--- config.mk ---
export PLATFORM = sky130hd
export DESIGN_NAME = cmx_comparator1_cfg
export DESIGN_NICKNAME = d
export VERILOG_FILES = /design/src/cmx_pkg.sv /design/src/cmx_edge_flags.sv /design/src/cmx_comparator1_cfg.sv
export SDC_FILE = /design/constraint.sdc
export NUM_CORES = 1
export LEC_CHECK = 0
export BUFFER_PORTS_ARGS = -buffer_cell sky130_fd_sc_hd__buf_2
export CORE_ASPECT_RATIO = 1.5
export CORE_MARGIN = 4
export CORE_UTILIZATION = 30
export CTS_CLUSTER_DIAMETER = 100
export DETAILED_ROUTE_END_ITERATION = 16
export RECOVER_POWER = 50
export SKIP_CTS_REPAIR_TIMING = 1
export SYNTH_ARGS = -nofsm -noshare
export SYNTH_HDL_FRONTEND = slang
export SYNTH_HIERARCHICAL = 1
export SYNTH_SLANG_ARGS = --single-unit
export TNS_END_PERCENT = 30
--- constraint.sdc ---
create_clock -name clk -period 4.15 [get_ports clk]
set_clock_uncertainty 0.15 [all_clocks]
set_input_delay 0.83 -clock clk [delete_from_list [all_inputs] [get_ports clk]]
set_output_delay 0.83 -clock clk [all_outputs]
set_load 0.02 [all_outputs]
--- src/cmx_pkg.sv ---
package cmx_pkg;

   // special function register addresses
   localparam logic [7:0] CMX_ADDR_INPUT_SEL = 8'h9E;
   localparam logic [7:0] CMX_ADDR_MODE_SEL = 8'h9C;
   localparam logic [7:0] CMX_ADDR_CMP_CTRL = 8'h9A;
   localparam logic [7:0] CMX_ADDR_REG_CTRL = 8'hC9;

   // reset values
   localparam logic [7:0] CMX_RST_INPUT_SEL = 8'h00;
   localparam logic [7:0] CMX_RST_MODE_SEL = 8'h02;
   localparam logic [7:0] CMX_RST_REG_CTRL = 8'h00;

   // field positions
   localparam int CMX_NEG_LSB = 4;
   localparam int CMX_POS_LSB = 0;
   localparam int CMX_RISE_EN_BIT = 5;
   localparam int CMX_FALL_EN_BIT = 4;
   localparam int CMX_MODE_LSB = 0;
   localparam int CMX_RISE_FLAG_BIT = 5;
   localparam int CMX_FALL_FLAG_BIT = 4;
   localparam int CMX_OUT_BIT = 6;
   localparam int CMX_REG_DIS_BIT = 7;

   // writable bit masks
   localparam logic [7:0] CMX_MASK_INPUT_SEL = 8'h77;
   localparam logic [7:0] CMX_MASK_MODE_SEL = 8'h33;
   localparam logic [7:0] CMX_MASK_REG_CTRL = 8'h80;

   // highest defined selector code
   localparam logic [2:0] CMX_SEL_MAX = 3'h4;

   // special function register access
   typedef struct packed {
      logic wr;
      logic rd;
      logic [7:0] addr;
      logic [7:0] wdata;
   } cmx_sfr_req_t;

   // routing towards the analog macro
   typedef struct packed {
      logic [4:0] neg_onehot;
      logic [4:0] pos_onehot;
      logic [1:0] speed_power_mode;
      logic regulator_on;
      logic irq;
   } cmx_analog_t;

   // port pad picked by a selector code; valid low for reserved codes
   typedef struct packed {
      logic valid;
      logic [2:0] port_num;
      logic [2:0] bit_num;
   } cmx_pad_t;

endpackage : cmx_pkg

--- src/cmx_edge_flags.sv ---
`timescale 1ns/100ps
// rising and falling flags on the comparator output, set wins over clear
module cmx_edge_flags
   import cmx_pkg::*;
(
   input wire logic clk,
   input wire logic srst,
   input wire logic cmp_out_async,
   input wire logic clr_rise,
   input wire logic clr_fall,
   output logic cmp_level,
   output logic cmp1_rise_flag,
   output logic cmp1_fall_flag
);

   typedef struct packed {
      logic sync1;
      logic sync2;
      logic prev;
      logic rise;
      logic fall;
      logic [2:0] fill;
   } cmx_edge_state_t;

   cmx_edge_state_t state_q;
   cmx_edge_state_t state_d;

   // edge detect on synchronised level only
   always_comb
   begin
      state_d = state_q;
      state_d.sync1 = cmp_out_async;
      state_d.sync2 = state_q.sync1;
      state_d.prev = state_q.sync2;
      state_d.fill = {state_q.fill[1:0], 1'b1}; // no edge until prev holds a real sample
      state_d.rise = (state_q.rise & ~clr_rise) | (state_q.fill[2] & state_q.sync2 & ~state_q.prev);
      state_d.fall = (state_q.fall & ~clr_fall) | (state_q.fill[2] & ~state_q.sync2 & state_q.prev);
   end

   always_ff @(posedge clk)
   begin
      if (srst)
         state_q <= '0;
      else
         state_q <= state_d;
   end

   assign cmp_level = state_q.sync2;
   assign cmp1_rise_flag = state_q.rise;
   assign cmp1_fall_flag = state_q.fall;

endmodule : cmx_edge_flags

--- src/cmx_comparator1_cfg.sv ---
`timescale 1ns/100ps
module cmx_comparator1_cfg
   import cmx_pkg::*;
#(
   parameter bit LARGE_PACKAGE = 1'b0
)
(
   input wire logic clk,
   input wire logic srst,
   input cmx_sfr_req_t sfr_req,
   input wire logic cmp_out_async,
   output logic [7:0] sfr_rdata,
   output logic [4:0] neg_pin_onehot,
   output logic [4:0] pos_pin_onehot,
   output cmx_pad_t neg_pad,
   output cmx_pad_t pos_pad,
   output logic [1:0] cmp1_speed_power_mode,
   output logic regulator_on,
   output logic cmp1_irq
);

   typedef struct packed {
      logic [7:0] input_sel;
      logic [7:0] mode_sel;
      logic reg_dis;
      logic [7:0] rdata;
      logic [4:0] neg_oh;
      logic [4:0] pos_oh;
      cmx_pad_t neg_pad;
      cmx_pad_t pos_pad;
      logic [1:0] mode;
      logic reg_on;
      logic irq;
   } cmx_state_t;

   // all state of the bank in one struct, except the synchroniser and edge flags held in u_edge
   cmx_state_t state_q;
   cmx_state_t state_d;
   logic cmp_level;
   logic rise_flag;
   logic fall_flag;
   logic clr_rise;
   logic clr_fall;

   // selector code to one-hot pin index; reserved codes select nothing
   function automatic logic [4:0] sel_decode(input logic [2:0] code);
      logic [4:0] oh;
      oh = 5'h00;
      if (code <= CMX_SEL_MAX)
         oh[code] = 1'b1;
      return oh;
   endfunction : sel_decode

   // selector code to port pad of the fitted package; reserved codes give no pad
   function automatic cmx_pad_t pad_map(input logic neg_side, input logic [2:0] code);
      cmx_pad_t pad;
      logic [5:0] id;
      id = 6'h00;
      if (neg_side)
      begin
         if (LARGE_PACKAGE)
         begin
            // larger package, negative input
            unique case (code)
               3'h0: id = 6'h13; // port 2 pin 3
               3'h1: id = 6'h19; // port 3 pin 1
               3'h2: id = 6'h20; // port 4 pin 0
               3'h3: id = 6'h26; // port 4 pin 6
               3'h4: id = 6'h0A; // port 1 pin 2
               default: id = 6'h00;
            endcase
         end
         else
         begin
            // smaller package, negative input
            unique case (code)
               3'h0: id = 6'h0B; // port 1 pin 3
               3'h1: id = 6'h0F; // port 1 pin 7
               3'h2: id = 6'h13; // port 2 pin 3
               3'h3: id = 6'h17; // port 2 pin 7
               3'h4: id = 6'h05; // port 0 pin 5
               default: id = 6'h00;
            endcase
         end
      end
      else
      begin
         if (LARGE_PACKAGE)
         begin
            // larger package, positive input
            unique case (code)
               3'h0: id = 6'h12; // port 2 pin 2
               3'h1: id = 6'h18; // port 3 pin 0
               3'h2: id = 6'h1F; // port 3 pin 7
               3'h3: id = 6'h25; // port 4 pin 5
               3'h4: id = 6'h09; // port 1 pin 1
               default: id = 6'h00;
            endcase
         end
         else
         begin
            // smaller package, positive input
            unique case (code)
               3'h0: id = 6'h0A; // port 1 pin 2
               3'h1: id = 6'h0E; // port 1 pin 6
               3'h2: id = 6'h12; // port 2 pin 2
               3'h3: id = 6'h16; // port 2 pin 6
               3'h4: id = 6'h04; // port 0 pin 4
               default: id = 6'h00;
            endcase
         end
      end
      pad.valid = (code <= CMX_SEL_MAX);
      pad.port_num = id[5:3];
      pad.bit_num = id[2:0];
      return pad;
   endfunction : pad_map

   // flags live in the control register; writing zero clears them
   assign clr_rise = sfr_req.wr && sfr_req.addr == CMX_ADDR_CMP_CTRL && !sfr_req.wdata[CMX_RISE_FLAG_BIT];
   assign clr_fall = sfr_req.wr && sfr_req.addr == CMX_ADDR_CMP_CTRL && !sfr_req.wdata[CMX_FALL_FLAG_BIT];

   // synchroniser and sticky edge flags
   cmx_edge_flags u_edge (
      .clk(clk),
      .srst(srst),
      .cmp_out_async(cmp_out_async),
      .clr_rise(clr_rise),
      .clr_fall(clr_fall),
      .cmp_level(cmp_level),
      .cmp1_rise_flag(rise_flag),
      .cmp1_fall_flag(fall_flag)
   );

   // register writes, read mux and derived outputs
   always_comb
   begin
      state_d = state_q;
      // register writes, spare bits masked off
      if (sfr_req.wr)
      begin
         unique case (sfr_req.addr)
            CMX_ADDR_INPUT_SEL: state_d.input_sel = sfr_req.wdata & CMX_MASK_INPUT_SEL;
            CMX_ADDR_MODE_SEL: state_d.mode_sel = sfr_req.wdata & CMX_MASK_MODE_SEL;
            CMX_ADDR_REG_CTRL: state_d.reg_dis = sfr_req.wdata[CMX_REG_DIS_BIT];
            default: ;
         endcase
      end

      // read mux, zero when no read
      state_d.rdata = 8'h00;
      if (sfr_req.rd)
      begin
         unique case (sfr_req.addr)
            CMX_ADDR_INPUT_SEL: state_d.rdata = state_q.input_sel;
            CMX_ADDR_MODE_SEL: state_d.rdata = state_q.mode_sel;
            CMX_ADDR_REG_CTRL: state_d.rdata = {state_q.reg_dis, 7'h00};
            CMX_ADDR_CMP_CTRL:
            begin
               state_d.rdata[CMX_OUT_BIT] = cmp_level;
               state_d.rdata[CMX_RISE_FLAG_BIT] = rise_flag;
               state_d.rdata[CMX_FALL_FLAG_BIT] = fall_flag;
            end
            default: state_d.rdata = 8'h00;
         endcase
      end

      // routing follows the new register value; pad map depends on the package
      state_d.neg_oh = sel_decode(state_d.input_sel[CMX_NEG_LSB +: 3]);
      state_d.pos_oh = sel_decode(state_d.input_sel[CMX_POS_LSB +: 3]);
      state_d.neg_pad = pad_map(1'b1, state_d.input_sel[CMX_NEG_LSB +: 3]);
      state_d.pos_pad = pad_map(1'b0, state_d.input_sel[CMX_POS_LSB +: 3]);
      state_d.mode = state_d.mode_sel[CMX_MODE_LSB +: 2];
      state_d.reg_on = ~state_d.reg_dis;
      state_d.irq = (rise_flag & state_d.mode_sel[CMX_RISE_EN_BIT])
                  | (fall_flag & state_d.mode_sel[CMX_FALL_EN_BIT]);
   end

   always_ff @(posedge clk)
   begin
      if (srst)
      begin
         state_q <= '0;
         state_q.input_sel <= CMX_RST_INPUT_SEL;
         state_q.mode_sel <= CMX_RST_MODE_SEL;
         state_q.reg_dis <= CMX_RST_REG_CTRL[CMX_REG_DIS_BIT];
         state_q.neg_oh <= sel_decode(CMX_RST_INPUT_SEL[CMX_NEG_LSB +: 3]);
         state_q.pos_oh <= sel_decode(CMX_RST_INPUT_SEL[CMX_POS_LSB +: 3]);
         state_q.neg_pad <= pad_map(1'b1, CMX_RST_INPUT_SEL[CMX_NEG_LSB +: 3]);
         state_q.pos_pad <= pad_map(1'b0, CMX_RST_INPUT_SEL[CMX_POS_LSB +: 3]);
         state_q.mode <= CMX_RST_MODE_SEL[1:0];
         state_q.reg_on <= 1'b1;
      end
      else
         state_q <= state_d;
   end

   // every output straight from the state register
   assign sfr_rdata = state_q.rdata;
   assign neg_pin_onehot = state_q.neg_oh;
   assign pos_pin_onehot = state_q.pos_oh;
   assign neg_pad = state_q.neg_pad;
   assign pos_pad = state_q.pos_pad;
   assign cmp1_speed_power_mode = state_q.mode;
   assign regulator_on = state_q.reg_on;
   assign cmp1_irq = state_q.irq;

endmodule : cmx_comparator1_cfg

### Word-level counts from Yosys, hierarchy flattened

Cells that the tools add are included.

| word-level totals | value |
|---|---|
| output and inout bits | 36 |
| logic and storage cells | 91 |
| register bits | 55 |
| bits of input ports | 21 |

| cells by class | value |
|---|---|
| reduce and logical (&&, ||, !) cells | 13 |
| bitwise gates (word level) | 20 |
| mux-type cells | 15 |
| $lt $le $gt $ge | 6 |
| eq/ne operators | 12 |

Operators by type and width:

| cell | number |
|---|---|
| $pmux 5 s5 | 2 |
| $eq 8x8->1 const B | 4 |
| $mux 16 | 1 |
| $eq 3x2->1 const B | 4 |
| $not 1->1 | 9 |
| $pmux 3 s3 | 1 |
| $and 1x1->1 | 8 |
| $lt 3x4->1 const B | 2 |
| $mux 7 | 1 |
| $demux 1 s3 | 2 |
| $eq 3x1->1 const B | 2 |
| $eq 3x3->1 const B | 2 |
| $ge 3x1->1 const B | 2 |
| $le 3x3->1 const B | 2 |
| $logic_not 3->1 | 2 |
| $mux 1 | 6 |
| $mux 6 | 1 |
| $pmux 3 s2 | 1 |
| $reduce_or 2->1 | 3 |
| $logic_and 1x1->1 | 5 |
| $or 1x1->1 | 3 |
| $reduce_or 3->1 | 1 |
| $logic_not 1->1 | 2 |

### Longest topological paths before layout

Gate-level depths: netlist of run 1.

| depth | value |
|---|---|
| depth after elaboration | 8 |
| depth in mapped cells | 6 |
| gate-level depth less buffers | 5 |

### Modules after synthesis

Netlist of run 1, hierarchy kept.

By module, submodules not included:

| module | sequential area each (um^2) | area each (um^2) | cells an instance | instances |
|---|---|---|---|---|
| cmx_comparator1_cfg | 820.8 | 2,213.4 | 243 | 1 |
| cmx_edge_flags | 160.2 | 236.5 | 20 | 1 |

### Worst setup path before layout of run 1

Ideal clock, no wire load.

| timing | value |
|---|---|
| kind | input to register |
| from | in sfr_req[8] (netlist bit) |
| to | reg neg_pad[4] (netlist name) |
| path buffers | 2 |
| required time | 3,879 ps |
| library setup time | 121 ps |
| stages | 5 |
| arrival time | 1,925 ps |
| setup slack | 1,954 ps |
| cell sequence | and4bb_4 -> and4_1 -> buf_6 -> buf_8 -> mux2_4 |

| on the way | value |
|---|---|
| longest elaborated chain between the ends | 5 |
| elaborated cells on any way between the ends | 9 |
| classes of those cells | eq/ne: 5; mux: 3; reduce/logical: 1 |

RTL lines:

| what | RTL line | RTL |
|---|---|---|
| start: declaration | cmx_comparator1_cfg.sv:10 | `input cmx_sfr_req_t sfr_req,` |
| $eq 8x8->1 * | cmx_comparator1_cfg.sv:142 | `unique case (sfr_req.addr)` |
| $mux 7 * | cmx_comparator1_cfg.sv:142 |  |
| $mux 16 * | cmx_comparator1_cfg.sv:140 | `if (sfr_req.wr)` |
| $eq 3x3->1 (tied with other cells) | cmx_comparator1_cfg.sv:76 | `unique case (code)` |
| $pmux 5 s5 * | cmx_comparator1_cfg.sv:76 |  |

Mark *: on every way between the ends. The rest lies on a longest branch, timed or not.
A chain may end at the register's enable or synchronous reset.

==> impl_metrics.tcl, run 1 <==
set metrics [dict create \
    finalWirelength_um 4810 \
    cts_tree "done" \
    vias 1736 \
    status "finished, violations left" \
    place_inst 376 \
    gp_congestion 0.790 \
    rows 40 \
    route.detailed.drc 0 \
    max_freq_mhz 368 \
    slew_headroom_pct -2.28 \
    final_common_cell "dfxtp_1" \
    timing.final.crit_period_ps 2720 \
    synth_top_cell_area_share_pct 40.0 \
    wl_per_cell_um 12.5 \
    power_mw 0.941 \
    worstPathArrival_ps 2710 \
    drv_cap 1 \
    root_buffer "clkbuf_16" \
    cts_buffers 5 \
    ff2ff_setup_slack_ps 2800 \
    die_w_um 81.8 \
    leakage_nw 0.947 \
    drive_above_1_share_pct 14.7 \
    setup_viol 0 \
    grt_start_max_net_pins 38 \
    synthTopCellsByArea "dfxtp_1 (40%), mux2i_1 (11%), buf_4 (11%)" \
    stdcell_count 384 \
    first_pass_iters 4 \
    clock_latency_ps 290 \
    syn_to_final_growth_pct 7.15 \
    setup_tns_ps 0 \
    maxSlewViolCount 38 \
    ir_worst_vdd_mv 0.205 \
    dp_slack_ps 1600 \
    cts_max_level 2 \
    synthCells 263 \
    grt_overflow_total 0 \
    io_buffer_count 51 \
    critPathCaptureType "flip-flop" \
    finalInstanceArea_um2 2630 \
    setup.worst_path.class "primary input to flip-flop" \
    detail_route.iter0.violations 129 \
    dp_hpwl_um 3390 \
    seqCellArea_um2 981 \
    final_cell_mix "dfxtp_1 (49), clkbuf_1 (31), mux2i_1 (27), nor2_1 (26)" \
    hp-class "flip-flop to flip-flop" \
    fill_cells 890 \
    cts_sinks 49 \
    dpl-instance-area_um2 2510 \
    synth_area_leader_cell "dfxtp_1" \
    grt_pass1_vias 1549 \
    yosys_warnings 6 \
    diodes 0 \
    crit_path_top_delay_cell "clkbuf_1" \
    fin_ws_ps 1430 \
    antenna_found_initial 0 \
    multi_input_area_um2 1130 \
    start_util_pct 30.6 \
    crit_fanout 37 \
    synth-seq-cells 49 \
    hold_viol 0 \
    ant_nets 0 \
    grt_setup_unrepaired "false" \
    grt_pass1_wl_um 7540 \
    finalNetCount 299 \
    violations "capacitance limit, slew limit" \
    viasPerCell 4.52 \
    clock_path_buffers 2 \
    worstMarginPinSlew_ps 1530 \
    fp.coreArea_um2 8010 \
    yosysUniqueCellTypes 33 \
    die-area_um2 9710 \
    post-route-period-util_pct 65.6 \
    die_height_um 119 \
    crit_required_ps 4140 \
    syn_area_um2 2450 \
    worstPathCellList "clkbuf_1, inv_1, o21ai_0, mux2i_1" \
    synth_seq_area_share_pct 40.0 \
    critical_path.max_stage_delay_ps 1080 \
    p_per_area_nw_per_um2 358 \
    syn_area_per_cell_um2 9.32 \
    grt_util_all_layers_pct 9.77 \
    path_clk_slew_ps 70 \
    cp-start-kind "primary input" \
    io_pins 57 \
]
[layout make-up]
class / count / share of cell area [%]
clock inverters: 3 / 1.00
clock buffers: 5 / 4.77
inverters: 2 / 0.286
repair buffers: 52 / 8.53
well taps: 105 / 5.00
flip-flops and latches: 49 / 37.4
multi-input cells: 168 / 43.0
[where the power goes]
| part | total, mW | switching, mW | internal (mW) |
|---|---|---|---|
| clock network | 0.411 | 0.183 | 0.227 |
| registers | 0.474 | 0.00130 | 0.473 |
| logic | 0.0556 | 0.0350 | 0.0206 |
[state kept, by name, indices dropped and copies added (netlist names)]
register and cells:
cmp1_irq 1, neg_pad 6, neg_pin_onehot 5, pos_pad 5
pos_pin_onehot 5, regulator_on 1, sfr_rdata 7, state_q 11
u_edge/cmp1_fall_flag 1, u_edge/cmp1_rise_flag 1, u_edge/cmp_level 1, u_edge/state_d 3
u_edge/state_q 2
[Yosys cell counts]
cell       instances
and2_1             1
a22oi_1            4
nand3b_1           3
nand2b_1          13
nor3_1             9
nand2_1           17
or3_1              2
nand4b_2           1
a21oi_1            2
and3b_1            1
mux2i_1           27
mux2_4             3
o211ai_1           2
o21ai_0            4
and4_1             2
a21oi_2            1
mux2_2             6
buf_2              1
nor3b_1           11
nor2b_1           20
nand4bb_1          1
and4bb_4           1
o31ai_1            1
clkbuf_1           7
conb_1             1
buf_4             35
dfxtp_1           49
inv_1              2
buf_6              3
nor2_1            26
buf_8              1
nand4_1            4
nand3_1            2
[worst max-delay path: cells and delay by family]
kind                   cells  cell delay, ps
muxes                      1              90
AOI/OAI and AO/OA          1             200
buffers and inverters      2            1570
[through the flow]
step / utilization, % / hold WS (ps)
after floorplan: - / 255
after global placement: 31.4 / 267
after detailed placement: 31.4 / 275
after CTS: 33.3 / 291
after global routing: 32.8 / 308
final: 32.8 / 284
[metal layers]
metal | wire, um | global-route usage (%) | vias up
li1 | - | - | 883
met1 | 2200 | 12.6 | 804
met2 | 2300 | 15.5 | 45
met3 | 262 | 2.90 | 4
met4 | 48 | 2.81 | 0
met5 | 0 | 0 | -
[logic make-up after synthesis]
family,share of synthesized area (%)
muxes,15.6
other,0.153
buffers and inverters,14.3
DFF,40.0
AOI/OAI and AO/OA,3.73
and+or+nand+nor,26.1
[final timing paths]
kind | start | end | cells past startpoint
setup reg to reg | state_q[46] | pos_pin_onehot[2] | 3
hold reg to reg | u_edge/state_d[6] | u_edge/cmp_level | 1
hold / removal | u_edge/state_d[6] | u_edge/cmp_level | 1
setup / recovery | srst | pos_pad[2] | 4
Power figures use the tool's default switching activity.
==> inputs of run 2 (changes only) <==
Clock period 4.15 ns to 2.3 ns, I/O delays scaled along.
==> impl_metrics.tcl, run 2 (same netlist as run 1, synthesis figures left out) <==
set metrics [dict create \
    worstMarginPinSlew_ps 605 \
    finalWirelength_um 4820 \
    final_cell_mix "dfxtp_1 (49), clkbuf_1 (28), mux2i_1 (27), nor2_1 (26), buf_2 (25)" \
    antenna_found_initial 0 \
    critPathCaptureType "flip-flop" \
    grt_pass1_vias 1708 \
    max_freq_mhz 556 \
    worstPathArrival_ps 1820 \
    seqCellArea_um2 981 \
    stdcell_count 386 \
    hold_slack_ps 236 \
    gp_congestion 0.775 \
    multi_input_area_um2 1120 \
    drv_cap 0 \
    grt_util_all_layers_pct 10.3 \
    cts_buffers 5 \
    diodes 0 \
    die_w_um 81.8 \
    root_buffer "clkbuf_16" \
    power_mw 1.67 \
    setup_tns_ps 0 \
    final_common_cell "dfxtp_1" \
    start_util_pct 30.6 \
    crit_fanout 22 \
    crit_buf_inv 2 \
    finalNetCount 302 \
    viasPerCell 4.49 \
    timing.final.crit_period_ps 1800 \
    dp_hpwl_um 3500 \
    critical_path.max_stage_delay_ps 450 \
    path_clk_slew_ps 60 \
    drive_above_1_share_pct 16.0 \
    fin_ws_ps 500 \
    clock_path_buffers 2 \
    crit_path_top_delay_cell "clkbuf_1" \
    die_height_um 119 \
    setup_viol 0 \
    largest_reg_flops 11 \
    cp-start-kind "primary input" \
    worst_path_dominant_cell_family "buffers and inverters" \
    status "complete, no violations" \
    setup.worst_path.class "primary input to flip-flop" \
    leakage_nw 0.970 \
    vias 1732 \
    largest-register "state_q" \
    grt_pass1_wl_um 8060 \
    place_inst 379 \
    p_per_area_nw_per_um2 632 \
    post-route-period-util_pct 78.2 \
    dp_slack_ps 261 \
    hold_viol 0 \
    first_pass_iters 4 \
    slew_headroom_pct 59.6 \
    crit_required_ps 2320 \
    maxSlewViolCount 0 \
    fill_cells 892 \
    detail_route.iter0.violations 60 \
    ant_nets 0 \
    grt_start_max_net_pins 33 \
    cts_max_level 2 \
    grt_overflow_total 0 \
    clock_latency_ps 280 \
    cts_sinks 49 \
    hp-class "primary input to flip-flop" \
    io_pins 57 \
    rows 40 \
    wl_per_cell_um 12.5 \
    cts_tree "done" \
    syn_to_final_growth_pct 8.07 \
    ir_worst_vdd_mv 0.340 \
    grt_setup_unrepaired "false" \
    io_buffer_count 51 \
    fp.coreArea_um2 8010 \
    worstPathCellList "clkbuf_1, and4_1, buf_12, mux2_2" \
    die-area_um2 9710 \
    route.detailed.drc 0 \
]
[run 2: power breakdown]
group          leakage (nW)  switching (mW)  internal [mW]
Combinational         0.505          0.0623         0.0379
Sequential            0.396         0.00227          0.854
Clock                0.0690           0.292          0.426
Total                 0.970           0.356           1.32
[run 2: metrics by stage]
| stage | cell area (um2) | utilization, % |
|---|---|---|
| floorplan | 2460 | - |
| global placement | 2550 | 31.8 |
| detailed placement | 2550 | 31.8 |
| CTS | 2690 | 33.6 |
| global route | 2650 | 33.1 |
| finish | 2650 | 33.1 |
[run 2: final timing paths]
check        cells past startpoint              start           endpoint  slack (ps)
max                              4         sfr_req[9]  pos_pin_onehot[2]         500
min reg2reg                      1  u_edge/state_d[6]   u_edge/cmp_level         290
max reg2reg                      3        state_q[46]  pos_pin_onehot[2]         960
min                              2      cmp_out_async  u_edge/state_d[6]         240
[run 2: layer usage]
metal,vias up,track usage (%),part of all wire [%]
li1,888,-,-
met1,791,12.9,44
met2,49,17.4,49
met3,4,2.74,6.0
met4,0,2.49,1.0
met5,-,0,0
[run 2: final cells by class]
class                      instances  area share [%]
sequential                        49            37.1
timing repair buffer              55            9.74
clock inverter                     1           0.284
tap                              105            4.96
inverter                           2           0.284
multi-input combinational        168            42.4
clock buffer                       6            5.25
